===== config.mk =====
export PLATFORM = sky130hd
export DESIGN_NAME = cpu_mode_status_config_regs
export DESIGN_NICKNAME = d
export VERILOG_FILES = /design/src/include/cpu_mode_status_config_pkg.sv /design/src/logic/cpu_mode_status_config_regs.sv
export SDC_FILE = /design/constraint.sdc
export NUM_CORES = 1
export LEC_CHECK = 0
export CAP_MARGIN = 20
export CORE_MARGIN = 2
export CORE_UTILIZATION = 54
export CTS_BUF_LIST = sky130_fd_sc_hd__clkbuf_8
export DETAILED_ROUTE_END_ITERATION = 16
export DONT_BUFFER_PORTS = 1
export PLACE_DENSITY = 0.72
export SETUP_SLACK_MARGIN = 0.3
export SLEW_MARGIN = 0
export SYNTH_ARGS = -nofsm -noshare
export SYNTH_HDL_FRONTEND = slang
export SYNTH_SLANG_ARGS = --single-unit

===== constraint.sdc =====
create_clock -name i_sys_clk -period 1.6 [get_ports i_sys_clk]
set_input_delay 0.24 -clock i_sys_clk [delete_from_list [all_inputs] [get_ports i_sys_clk]]
set_output_delay 0.24 -clock i_sys_clk [all_outputs]
set_load 0.005 [all_outputs]

===== src/include/cpu_mode_status_config_pkg.sv =====
// shared constants and carrier types for the mode, status and config register set
package cpu_mode_status_config_pkg;

	// register byte addresses on the plain register port
	localparam logic [7:0] STATUS_OFFSET    = 8'h00;
	localparam logic [7:0] FAULT_VA_OFFSET  = 8'h04;
	localparam logic [7:0] CONFIG_OFFSET    = 8'h08;
	localparam logic [7:0] ERROR_PC_OFFSET  = 8'h0c;

	// processor status register fields
	localparam int CU_LSB    = 28;
	localparam int RP_BIT    = 27;
	localparam int FR_BIT    = 26;
	localparam int RE_BIT    = 25;
	localparam int BEV_BIT   = 22;
	localparam int TS_BIT    = 21;
	localparam int SRF_BIT   = 20;
	localparam int CH_BIT    = 18;
	localparam int CE_BIT    = 17;
	localparam int DE_BIT    = 16;
	localparam int IM_LSB    = 8;
	localparam int KX_BIT    = 7;
	localparam int SX_BIT    = 6;
	localparam int UX_BIT    = 5;
	localparam int KSU_LSB   = 3;
	localparam int ERL_BIT   = 2;
	localparam int EXL_BIT   = 1;
	localparam int IE_BIT    = 0;
	localparam logic [31:0] STATUS_WMASK    = 32'hfe57_ffff;
	localparam logic [31:0] STATUS_RESERVED = 32'h0188_0000;
	localparam logic [31:0] STATUS_RESET    = 32'h0040_0004;

	// privilege level codes
	localparam logic [1:0] KSU_KERNEL = 2'h0;
	localparam logic [1:0] KSU_SUPER  = 2'h1;
	localparam logic [1:0] KSU_USER   = 2'h2;

	// configuration register fields
	localparam int CFG_HW_LSB = 6;
	localparam int IC_LSB     = 9;
	localparam int DC_LSB     = 6;
	localparam int IB_BIT     = 5;
	localparam int DB_BIT     = 4;
	localparam int SCU_BIT    = 3;
	localparam int K0_LSB     = 0;
	localparam logic [5:0] CFG_SW_RESET    = 6'h02;
	localparam logic [2:0] K0_UNCACHED     = 3'h2;
	localparam logic [2:0] K0_CACHED_NONCO = 3'h3;
	localparam logic [4:0] CACHE_LOG2_BASE = 5'h0c;

	// reduced-power clock divide ratio
	localparam logic [3:0] LOW_POWER_DIV = 4'h4;

	// events reported by the processor core, same clock
	typedef struct packed {
		logic [7:0]  pending_int_bits;
		logic        tlb_shutdown;
		logic        soft_reset;
		logic        err_exc_take;
		logic [31:0] exc_pc;
		logic        exc_in_delay_slot;
		logic [31:0] branch_pc;
		logic        xlate_err;
		logic [31:0] xlate_vaddr;
		logic        l2_hit_op_done;
		logic        l2_hit;
		logic        cache_err_detect;
	} core_evt_t;

	// decoded controls back to the core
	typedef struct packed {
		logic [3:0] cop_usable;
		logic       fp_reg_32;
		logic       user_endian_swap;
		logic       addr64_en;
		logic       ops64_en;
		logic [1:0] cur_mode;
		logic       boot_vectors;
		logic       load_check_bits;
		logic       cache_err_exc;
		logic       int_req;
		logic [4:0] icache_log2;
		logic [4:0] dcache_log2;
		logic       iline_32;
		logic       dline_32;
		logic       sc_update_coherent;
		logic       kseg0_cached;
	} mode_ctrl_t;

endpackage


===== src/logic/cpu_mode_status_config_regs.sv =====
// processor status, fault address, error return address and configuration registers
`timescale 1ns/10ps

module cpu_mode_status_config_regs
	import cpu_mode_status_config_pkg::*;
(
	// clock and reset
	input  wire logic                                     i_sys_clk,
	input  wire logic                                     i_rst_b,
	// register port
	input  wire logic [7:0]                               i_addr,
	input  wire logic [31:0]                              i_wdata,
	input  wire logic                                     i_wr,
	input  wire logic                                     i_rd,
	output logic      [31:0]                              o_rdata,
	// core side
	input  wire cpu_mode_status_config_pkg::core_evt_t    i_core,
	input  wire logic [25:0]                              i_cfg_strap,
	output cpu_mode_status_config_pkg::mode_ctrl_t        o_ctrl,
	output logic                                          o_core_clk_en,
	output logic      [31:0]                              o_error_pc
);
	import cpu_mode_status_config_pkg::*;

	logic [31:0] processor_status_reg;
	logic [31:0] fault_vaddr_reg;
	logic [31:0] cpu_config_reg;
	logic [31:0] error_return_pc_reg;
	logic [25:0] strap_meta_reg;
	logic [25:0] strap_sync_reg;
	logic [1:0]  strap_wait_reg;
	logic        reset_pc_pend_reg;
	logic [3:0]  div_cnt_reg;
	logic        wr_status;
	logic        wr_config;
	logic [1:0]  privilege_level;
	logic        kernel_mode;
	logic        super_mode;
	logic        user_mode;
	logic [7:0]  int_active;
	mode_ctrl_t  ctrl_next;
	logic [31:0] rdata_next;

	assign wr_status   = i_wr && (i_addr == STATUS_OFFSET);
	assign wr_config   = i_wr && (i_addr == CONFIG_OFFSET);
	assign privilege_level         = processor_status_reg[KSU_LSB +: 2];
	// either level flag forces kernel mode regardless of the privilege field
	assign kernel_mode = (privilege_level == KSU_KERNEL) || processor_status_reg[EXL_BIT] ||
		processor_status_reg[ERL_BIT];
	assign super_mode  = !kernel_mode && (privilege_level == KSU_SUPER);
	assign user_mode   = !kernel_mode && (privilege_level == KSU_USER);
	assign int_active  = processor_status_reg[IM_LSB +: 8] & i_core.pending_int_bits;

	// status register: hardware sets win over a software write in the same cycle
	always_ff @(posedge i_sys_clk or negedge i_rst_b) begin
		if (!i_rst_b) begin
			processor_status_reg <= STATUS_RESET;
		end else begin
			logic [31:0] st;
			st = processor_status_reg;
			if (wr_status) begin
				// reserved bits never store, tlb shutdown is read-only
				st = (st & ~STATUS_WMASK) | (i_wdata & STATUS_WMASK);
			end
			if (i_core.tlb_shutdown) begin
				st[TS_BIT] = 1'b1;
			end
			if (i_core.soft_reset) begin
				st[SRF_BIT] = 1'b1;
				st[BEV_BIT] = 1'b1;
			end
			if (i_core.err_exc_take || i_core.soft_reset) begin
				st[ERL_BIT] = 1'b1;
			end
			if (i_core.l2_hit_op_done) begin
				st[CH_BIT] = i_core.l2_hit;
			end
			processor_status_reg <= st & ~STATUS_RESERVED;
		end
	end

	// fault address: only translation errors load it, software cannot
	always_ff @(posedge i_sys_clk or negedge i_rst_b) begin
		if (!i_rst_b) begin
			fault_vaddr_reg <= 32'h0000_0000;
		end else if (i_core.xlate_err) begin
			fault_vaddr_reg <= i_core.xlate_vaddr;
		end
	end

	// hard reset is caught at the first edge after release, since an async
	// reset may only load constants; the core presents the reset pc there
	always_ff @(posedge i_sys_clk or negedge i_rst_b) begin
		if (!i_rst_b) begin
			reset_pc_pend_reg <= 1'b1;
		end else begin
			reset_pc_pend_reg <= 1'b0;
		end
	end

	always_ff @(posedge i_sys_clk or negedge i_rst_b) begin
		if (!i_rst_b) begin
			error_return_pc_reg <= 32'h0000_0000;
		end else if (reset_pc_pend_reg || i_core.err_exc_take || i_core.soft_reset) begin
			// no delay-slot flag is kept, so the branch pc is the restart point
			error_return_pc_reg <= i_core.exc_in_delay_slot ?
				i_core.branch_pc : i_core.exc_pc;
		end
	end

	// strap pins come from outside: two flops before any use
	always_ff @(posedge i_sys_clk or negedge i_rst_b) begin
		if (!i_rst_b) begin
			strap_meta_reg <= 26'h000_0000;
			strap_sync_reg <= 26'h000_0000;
		end else begin
			strap_meta_reg <= i_cfg_strap;
			strap_sync_reg <= strap_meta_reg;
		end
	end

	// straps are valid in the synchroniser two edges after release
	always_ff @(posedge i_sys_clk or negedge i_rst_b) begin
		if (!i_rst_b) begin
			strap_wait_reg <= 2'h3;
		end else if (strap_wait_reg != 2'h0) begin
			strap_wait_reg <= strap_wait_reg - 2'h1;
		end
	end

	// configuration: upper field latched once from straps, lower field software
	always_ff @(posedge i_sys_clk or negedge i_rst_b) begin
		if (!i_rst_b) begin
			cpu_config_reg <= {26'h000_0000, CFG_SW_RESET};
		end else begin
			if (strap_wait_reg == 2'h1) begin
				cpu_config_reg[31:CFG_HW_LSB] <= strap_sync_reg;
			end
			if (wr_config) begin
				cpu_config_reg[CFG_HW_LSB-1:0] <= i_wdata[CFG_HW_LSB-1:0];
			end
		end
	end

	// reduced power: core advances on one cycle in LOW_POWER_DIV
	always_ff @(posedge i_sys_clk or negedge i_rst_b) begin
		if (!i_rst_b) begin
			div_cnt_reg   <= 4'h0;
			o_core_clk_en <= 1'b1;
		end else if (processor_status_reg[RP_BIT]) begin
			div_cnt_reg   <= (div_cnt_reg == LOW_POWER_DIV - 4'h1) ? 4'h0 : div_cnt_reg + 4'h1;
			o_core_clk_en <= (div_cnt_reg == LOW_POWER_DIV - 4'h1);
		end else begin
			div_cnt_reg   <= 4'h0;
			o_core_clk_en <= 1'b1;
		end
	end

	// decoded controls
	always_comb begin
		ctrl_next                 = '0;
		ctrl_next.cop_usable      = processor_status_reg[CU_LSB +: 4];
		ctrl_next.cop_usable[0]   = processor_status_reg[CU_LSB] || kernel_mode;
		ctrl_next.fp_reg_32       = processor_status_reg[FR_BIT];
		ctrl_next.user_endian_swap = processor_status_reg[RE_BIT] && user_mode;
		ctrl_next.addr64_en       = kernel_mode ? processor_status_reg[KX_BIT] :
			super_mode ? processor_status_reg[SX_BIT] :
			processor_status_reg[UX_BIT];
		ctrl_next.ops64_en        = kernel_mode ? 1'b1 :
			super_mode ? processor_status_reg[SX_BIT] :
			processor_status_reg[UX_BIT];
		ctrl_next.cur_mode        = kernel_mode ? KSU_KERNEL : privilege_level;
		ctrl_next.boot_vectors    = processor_status_reg[BEV_BIT];
		ctrl_next.load_check_bits = processor_status_reg[CE_BIT];
		ctrl_next.cache_err_exc   = i_core.cache_err_detect &&
			!processor_status_reg[DE_BIT];
		ctrl_next.int_req         = (|int_active) && processor_status_reg[IE_BIT] &&
			!processor_status_reg[EXL_BIT] && !processor_status_reg[ERL_BIT];
		ctrl_next.icache_log2     = CACHE_LOG2_BASE +
			{2'h0, cpu_config_reg[IC_LSB +: 3]};
		ctrl_next.dcache_log2     = CACHE_LOG2_BASE +
			{2'h0, cpu_config_reg[DC_LSB +: 3]};
		ctrl_next.iline_32        = cpu_config_reg[IB_BIT];
		ctrl_next.dline_32        = cpu_config_reg[DB_BIT];
		ctrl_next.sc_update_coherent = cpu_config_reg[SCU_BIT];
		// any code other than 3 is treated as uncached, the safe choice
		ctrl_next.kseg0_cached    = (cpu_config_reg[K0_LSB +: 3] == K0_CACHED_NONCO);
	end

	always_ff @(posedge i_sys_clk or negedge i_rst_b) begin
		if (!i_rst_b) begin
			o_ctrl     <= '0;
			o_error_pc <= 32'h0000_0000;
		end else begin
			o_ctrl     <= ctrl_next;
			o_error_pc <= error_return_pc_reg;
		end
	end

	// read mux; unmapped addresses read zero
	always_comb begin
		case (i_addr)
			STATUS_OFFSET:   rdata_next = processor_status_reg;
			FAULT_VA_OFFSET: rdata_next = fault_vaddr_reg;
			CONFIG_OFFSET:   rdata_next = cpu_config_reg;
			ERROR_PC_OFFSET: rdata_next = error_return_pc_reg;
			default:         rdata_next = 32'h0000_0000;
		endcase
	end

	// read data stands for one cycle after each cycle of the read strobe, zero otherwise
	always_ff @(posedge i_sys_clk or negedge i_rst_b) begin
		if (!i_rst_b) begin
			o_rdata <= 32'h0000_0000;
		end else begin
			o_rdata <= i_rd ? rdata_next : 32'h0000_0000;
		end
	end
endmodule


Yosys cells after proc, flatten, opt, wreduce, memory -nomap -nowiden
Cells that the tools add are included.

Register bits: 277. Input port bits: 182. Output and inout port bits: 93. Logic and storage cells: 90.

Add/subtract/negate cells: 4. Equality and inequality tests: 8. Mux-type cells: 16. Bitwise gates (word level): 2. Reductions and logical operators: 27.

Operator list (number): case mux 32 bit (4 select lines) (1); two-way mux 32 bit (2); bitwise OR 22 x 32 -> 32 bit (1); two-way mux 23 bit (1); == test 8 x 4 -> 1 bit (second input constant) (2); adder 4 x 3 -> 5 bit (first input constant) (2); nonzero test 2 bit (5); logical AND 1 bit (9); two-way mux 1 bit (9); AND 8 bit (1); == test 8 x 3 -> 1 bit (second input constant) (1); logical NOT 8 bit (1); two-way mux 4 bit (2); OR reduction 8 bit (1); logical OR 1 bit (6); adder 4 x 1 -> 4 bit (second input constant) (1); == test 2 x 1 -> 1 bit (second input constant) (2); == test 4 x 2 -> 1 bit (second input constant) (1); logical NOT 1 bit (4); == test 3 x 2 -> 1 bit (second input constant) (1); == test 2 bit (second input constant) (1); logical NOT 2 bit (1); two-way mux 2 bit (1); subtractor 2 x 1 -> 2 bit (second input constant) (1).

Depth between registers and ports, before layout
Gate-level depths: netlist of run 1.

Word-level depth: 7. Gate-level depth with buffers: 6. Mapped depth without buffers: 4.

Least setup slack after synthesis of run 1
Ideal clock, no wire load.

Path type: register -> register. Start: register strap_wait_reg[0]. End: register cpu_config_reg[15]. Setup time: 125 ps. Data arrival time: 1564 ps. Required time: 1475 ps. Setup slack: -89 ps. Cell stages (with the launch flop): 5. Path buffers: 2. Period minus slack after synthesis: 1689 ps. Cell sequence: dfstp_2 -> ha_1 -> buf_2 -> buf_1 -> mux2_2.

Longest elaborated chain between the ends: 1.

RTL lines: start, declared (line cpu_mode_status_config_regs.sv:31) `logic [1:0] strap_wait_reg;`; start signal, assigned (line cpu_mode_status_config_regs.sv:127) `strap_wait_reg <= strap_wait_reg - 2'h1;`; == test 2 x 1 -> 1 bit (line cpu_mode_status_config_regs.sv:136) `if (strap_wait_reg == 2'h1) begin`; end signal, assigned (line cpu_mode_status_config_regs.sv:134) `cpu_config_reg <= {26'h000_0000, CFG_SW_RESET};`; end signal, assigned by index (line cpu_mode_status_config_regs.sv:137) `cpu_config_reg[31:CFG_HW_LSB] <= strap_sync_reg;`; end signal, assigned by index (line cpu_mode_status_config_regs.sv:140) `cpu_config_reg[CFG_HW_LSB-1:0] <= i_wdata[CFG_HW_LSB-1:0];`; end, declared (line cpu_mode_status_config_regs.sv:27) `logic [31:0] cpu_config_reg;`.

No other way between the ends. A chain may end at the register's enable or synchronous reset.

Worst setup path in the final report of run 1
Start: register strap_wait_reg[0]. End: register cpu_config_reg[29].

The elaborated chain is that of the path after synthesis.

==> run_results.csv, run 1 <==
group,metric,value,unit
run_status,status,"finished, violations left",
run_status,failed_checks,"negative hold slack",
yosys,avgSynthCellArea,16.0,µm²
floorplanning,die_w,141,µm
drt,ant_nets,0,
global_routing,grt_use_total,0.260,
floorplanning,die_area,0.0198,mm²
critical_path,endpoint_kind,"flip-flop",
layout,multi_input_area,0.00302,mm²
yosys,yosys_most_used_dff,"dfrtp_1",
yosys,synthCells,630,
drt,routedWlPerCell,23.8,µm
drt,drtIter0Drc,349,
critical_path,required,2.01,ns
layout,layout_common_cells,"dfrtp_1 (268), dlygate4sd3_1 (169), mux2_2 (73), clkbuf_8 (52), nor2_1 (37)",
layout,drive_gt1_frac,0.259,
yosys,synth_nets,815,
layout,area_growth,29.8,%
pwr,sw_frac_of_total,0.224,
placement,gp_congestion,0.821,
sta,setup_viol,0,
job,maxCapViolations,0,
pwr,p_leak,5.96,nW
floorplanning,core,0.0181,mm²
sta,finClkSkew,0.0263,ns
pwr,powerDensity,1130,mW/mm²
drt,vias_per_cell,5.56,
layout,seqCellArea,0.00689,mm²
clock_tree,clock_path_buffers,3,
sta,fin_crit_sh,0.837,
placement,port_buffers,0,
pwr,power.share.clock,0.421,
layout,fin_nets,1013,
clock_tree,clk_pin_slew,0.08,ns
yosys,synth-edff-count,0,
drt,drc,0,
global_routing,grt_pass1_vias,6906,
hold_path,hold_path_class,"primary input to asynchronous set/reset pin",
clock_tree,h-tree-depth,2,
sta,rsz0062_at_grt,"yes",
critical_path,cp_slowest_cell,"dfstp_2",
pwr,switchingPower,3.29,mW
critical_path,cp_cell_sequence,"ha_4 > buf_12 > mux2_2",
sta,worst_pin_slew,0.669,ns
pwr,seq_power_share,0.514,
sta,timing.setup.tns,0,ns
critical_path,slowest_delay,0.55,ns
drt,drtPass1Iterations,4,
yosys,ys.warnings.count,0,
critical_path,path_max_fanout,17,
critical_path,arrival,1.75,ns
floorplanning,initial_utilization,0.556,
drt,vias,6064,
sta,fmax,0.746,GHz
placement,post-place-ws,0.0630,ns
sta,hold_slack,-0.609,ns
global_routing,grt.overflow.total,0,
pwr,combPwrFrac,0.065,
yosys,ys_types,40,
sta,fin_crit,1.34,ns
yosys,ys_ff_latch,275,
sta,fin_ws,0.260,ns
pwr,p_total,14.7,mW
clock_tree,cts_tree,"yes",
pwr,p_int,11.4,mW
layout,layout_commonest_cell,"dfrtp_1",
yosys,synth_area,0.0101,mm²
clock_tree,ctsRootBufferMaster,"clkbuf_8",
floorplanning,rows,49,
layout,antenna_cells,0,
global_routing,grt_first_pass_wirelength,38.8,mm
critical_path,worstSetupStartpointType,"flip-flop",
sta,final-max-slew-violation-count,0,
global_routing,antenna_found_initial,0,
floorplanning,io_pins,275,
layout,n_fill_cell,1110,
critical_path,path_class,"flip-flop to flip-flop",
floorplanning,fp.dieH,141,µm
sta,slew_headroom,0.553,
sta,hold_viol_final,275,
clock_tree,worst_skew_pair.late_latency,0.54,ns
global_routing,grt_max_degree,276,
yosys,async_reset_ff_frac,1.00,
clock_tree,cts_sinks,275,
clock_tree,numCtsBuffers,44,
pwr,ir_worst_vdd,0.934,mV
drt,drt-total-wl,25.9,mm
placement,post-dp-hpwl,13.8,mm
yosys,ys_seq_area_frac,0.683,
## per-stage QoR
stage / hold WS (ns) / utilization / area (µm²) / cells
4_1_cts: -0.628 / 0.721 / 13100 / 1094
3_3_place_gp: -0.0485 / 0.570 / 10300 / 836
5_1_grt: -0.642 / 0.722 / 13100 / 1090
3_5_place_dp: -0.0489 / 0.570 / 10300 / 836
6_report: -0.609 / 0.722 / 13100 / 1090
2_1_floorplan: -0.0556 / - / 10200 / 630
## logic make-up (layout without fill, tap and decap cells)
family / Yosys count / in the layout / synth area share
flops: 275 / 275 / 0.683
fa+ha+maj: 3 / 3 / 0.00372
other cells: 1 / 1 / 0.000372
xor+xnor: 2 / 2 / 0.00174
compound gates: 56 / 56 / 0.0314
buf+inv: 42 / 273 / 0.0234
simple gates: 98 / 98 / 0.0521
mux: 153 / 153 / 0.205
## synthesized netlist by cell type (2+ instances only)
master    number  share of area
a21oi_1       34          0.017
a22oi_1        5         0.0037
a31oi_1        2         0.0012
a41oi_1        3         0.0026
and2_1         3         0.0019
buf_1          7         0.0026
buf_12         2         0.0040
buf_2          9         0.0045
buf_4          2         0.0015
clkbuf_1      11         0.0041
clkbuf_8       2         0.0027
dfrtp_1      268           0.66
dfstp_2        7          0.018
ha_1           3         0.0037
inv_1          8         0.0030
mux2_2        73          0.081
mux2_4        16          0.024
mux2i_1       35          0.035
mux4_2        29          0.065
nand2_1        6         0.0022
nand2b_1       2         0.0012
nand3_1        2        0.00099
nor2_1        41          0.015
nor2b_1       33          0.020
nor3b_1        2         0.0015
o21ai_0        9         0.0045
or2_2          2         0.0012
xnor2_1        2         0.0017
## worst max-delay path, delay by kind of cell (launching register included)
family	cells	cell delay (ns)
buf+inv	1	0.17
fa+ha+maj	1	0.16
mux	1	0.34
flops	1	0.55
## final timing paths
kind	startpoint	end	slack, ns	depth (start not counted)
setup / recovery	strap_wait_reg[0]	cpu_config_reg[29]	0.26	3
setup reg to reg	strap_wait_reg[0]	cpu_config_reg[29]	0.26	3
hold reg to reg	strap_meta_reg[21]	strap_sync_reg[21]	0.34	0
min in group i_sys_clk	i_addr[2]	o_rdata[24]	0.02	3
max in group asynchronous	i_rst_b	processor_status_reg[2]	1.78	0
hold / removal	i_rst_b	o_error_pc[5]	-0.61	0
## area by class of cell
cell class | instances | area share
Clock buffer | 52 | 0.0546
Clock inverter | 27 | 0.0151
Inverter | 8 | 0.00229
Multi-Input combinational cell | 313 | 0.231
Sequential cell | 275 | 0.526
Tap cell | 229 | 0.0219
Timing Repair Buffer | 186 | 0.149
## what timing repair did
action                                  in CTS  in global routing
buffers inserted                             2                  0
hold buffers                               176                  2
endpoints found under the setup margin      57                 39
pin swaps                                    1                  1
endpoints found under the hold margin      412                283
cloned                                       1                  2
resized for setup                            5                  9
## power groups by stage
| stage | sequential, mW | combinational [mW] | clock [mW] |
|---|---|---|---|
| finish | 7.58 | 0.957 | 6.20 |
| detailed placement | 7.69 | 0.495 | 0 |
| global route | 7.61 | 1.02 | 6.63 |
| floorplan | 7.58 | 0.518 | 0 |
| global placement | 7.66 | 0.475 | 0 |
| CTS | 7.57 | 0.938 | 6.22 |
## routing by layer
layer / track usage / share of wire / vias up
li1: - / - / 2605
met1: 0.305 / 0.38 / 3116
met2: 0.454 / 0.53 / 268
met3: 0.0618 / 0.061 / 75
met4: 0.122 / 0.037 / 0
met5: 0 / 0 / -
Power figures use the tool's default switching activity.
==> inputs of run 2 (changes only) <==
Clock period 1.6 ns to 1.1 ns, I/O delays scaled along.
==> run 2 against run 1 <==
Effect of this change:
- the flow finishes with violations (negative hold slack, negative setup slack)
- core utilization up 11 points
- critical path depth unchanged
- sequential cell count unchanged
- sequential share of layout area down 7.0 points
- first-iteration DRC count down 5.4%
- global-route usage up 2.4 points
- sequential power up 45%
- combinational power up 140%
- setup slack worse by 0.50 ns
- clock skew down 0.0057 ns
- wire length up 23%
- critical path type unchanged
- critical endpoint is now cpu_config_reg[24]
- largest cell class unchanged
==> run_results.csv, run 2 (same netlist as run 1, synthesis figures left out) <==
group,metric,value,unit
global_routing,grt_use_total,0.284,
sta,hold_slack,-0.668,ns
layout,fin_nets,1136,
layout,n_fill_cell,801,
sta,hold_viol_final,357,
drt,route.met2.wl,17.3,mm
clock_tree,worst_skew_pair.late_latency,0.53,ns
clock_tree,hold_buffers,161,
clock_tree,clock_path_buffers,3,
critical_path,arrival,1.75,ns
global_routing,grt_max_degree,276,
drt,vias_per_cell,5.66,
drt,topRoutingLayerUsed,"met4",
critical_path,r2r_end,"cpu_config_reg[24]",
drt,m1WireLength,11.2,mm
placement,post-dp-hpwl,14.8,mm
layout,seqCellArea,0.00689,mm²
clock_tree,ctsRootBufferMaster,"clkbuf_8",
sta,fin_crit,1.34,ns
run_status,failed_checks,"negative hold slack, negative setup slack",
clock_tree,h-tree-depth,2,
pwr,ir_worst_vdd,1.27,mV
drt,drtIter0Drc,330,
pwr,p_leak,6.95,nW
run_status,status,"finished, violations left",
placement,place_inst,904,
critical_path,required,1.51,ns
placement,port_buffers,0,
sta,rsz0062_at_grt,"yes",
sta,timing.setup.tns,-12.37,ns
critical_path,path_class,"flip-flop to flip-flop",
drt,vias,6881,
layout,final_util,0.834,
floorplanning,fp.dieH,141,µm
critical_path,reg2reg_depth,3,
sta,fin_crit_sh,1.22,
placement,gp_congestion,0.818,
sta,fmax,0.745,GHz
layout,fin_cells,1215,
global_routing,grt_pass1_vias,7467,
drt,ant_nets,0,
drt,wl_met3,1.68,mm
global_routing,grt.overflow.total,0,
layout,layout_common_cells,"dfrtp_1 (265), dlygate4sd3_1 (161), buf_4 (70), buf_6 (63), clkbuf_8 (61)",
sta,fin_ws,-0.243,ns
drt,drt-total-wl,31.8,mm
sta,setup_viol,99,
floorplanning,die_area,0.0198,mm²
critical_path,worstSetupStartpointType,"flip-flop",
critical_path,endpoint_kind,"flip-flop",
drt,routedWlPerCell,26.2,µm
layout,layout_commonest_cell,"dfrtp_1",
clock_tree,clk_pin_slew,0.07,ns
layout,drive_gt1_frac,0.471,
critical_path,worstReg2RegStart,"strap_wait_reg[0]",
pwr,powerDensity,1480,mW/mm²
layout,final_area,0.0151,mm²
floorplanning,core,0.0181,mm²
sta,final-max-slew-violation-count,0,
clock_tree,cts_sinks,275,
global_routing,antenna_found_initial,2,
pwr,p_total,22.4,mW
clock_tree,numCtsBuffers,43,
critical_path,r2r_slack,-0.24,ns
floorplanning,initial_utilization,0.556,
layout,area_growth,49.9,%
clock_tree,cts_tree,"yes",
floorplanning,rows,49,
floorplanning,io_pins,275,
placement,placed_area,0.0111,mm²
layout,multi_input_area,0.00381,mm²
sta,finClkSkew,0.0206,ns
global_routing,grt_first_pass_wirelength,42.3,mm
drt,drc,0,
hold_path,hold_path_class,"primary input to asynchronous set/reset pin",
critical_path,path_max_fanout,14,
floorplanning,die_w,141,µm
job,maxCapViolations,0,
placement,post-place-ws,-0.313,ns
drt,drtPass1Iterations,4,
## run 2: cell count changes in the layout (fill, tap and decap cells not counted), moves of 28 or more
cell    before  now
buf_4        7   70
buf_6        0   63
mux2_2      73   29
mux2_4      16   60
nor2_1      37    7
nor2_4       1   29
## run 2: what timing repair did
item                                    CTS  global route
cloned                                    0             8
hold endpoints to repair                433           370
gates resized for setup                 102           136
buffers inserted                         25            37
pin swaps                                 6             9
endpoints found under the setup margin  227           234
## run 2: worst max-delay path by stage
| stage | start | to | cells past startpoint |
|---|---|---|---|
| after global placement | i_addr[1] | processor_status_reg[8] | 4 |
| after CTS | strap_wait_reg[0] | cpu_config_reg[18] | 3 |
| after detailed placement | i_addr[1] | processor_status_reg[12] | 4 |
| after global routing | strap_wait_reg[0] | cpu_config_reg[24] | 3 |
| after floorplan | i_addr[1] | processor_status_reg[10] | 5 |
| final | strap_wait_reg[0] | cpu_config_reg[24] | 3 |
## run 2: final cells by class
cell class,instances,area share
inverters,8,0.00198
diodes,2,0.000331
clock inverters,17,0.00620
clock buffers,61,0.0555
flip-flops and latches,275,0.456
well taps,229,0.0189
multi-input cells,314,0.252
repair buffers,309,0.209
## run 2: metal layers
layer  global-route usage  vias to the layer above
met5                    0                        -
met4                0.133                        0
met3               0.0598                      103
met2                0.514                      344
met1                0.324                     3583
li1                     -                     2851
## run 2: where the power goes
part,switching (mW),internal (mW)
registers,0.352,10.7
logic,0.762,1.52
clock network,4.02,5.14
## run 2: worst max-delay path, stage by stage (launching register included)
cell	delay, ns
dfstp_2	0.55
ha_4	0.16
buf_12	0.15
mux2_2	0.36
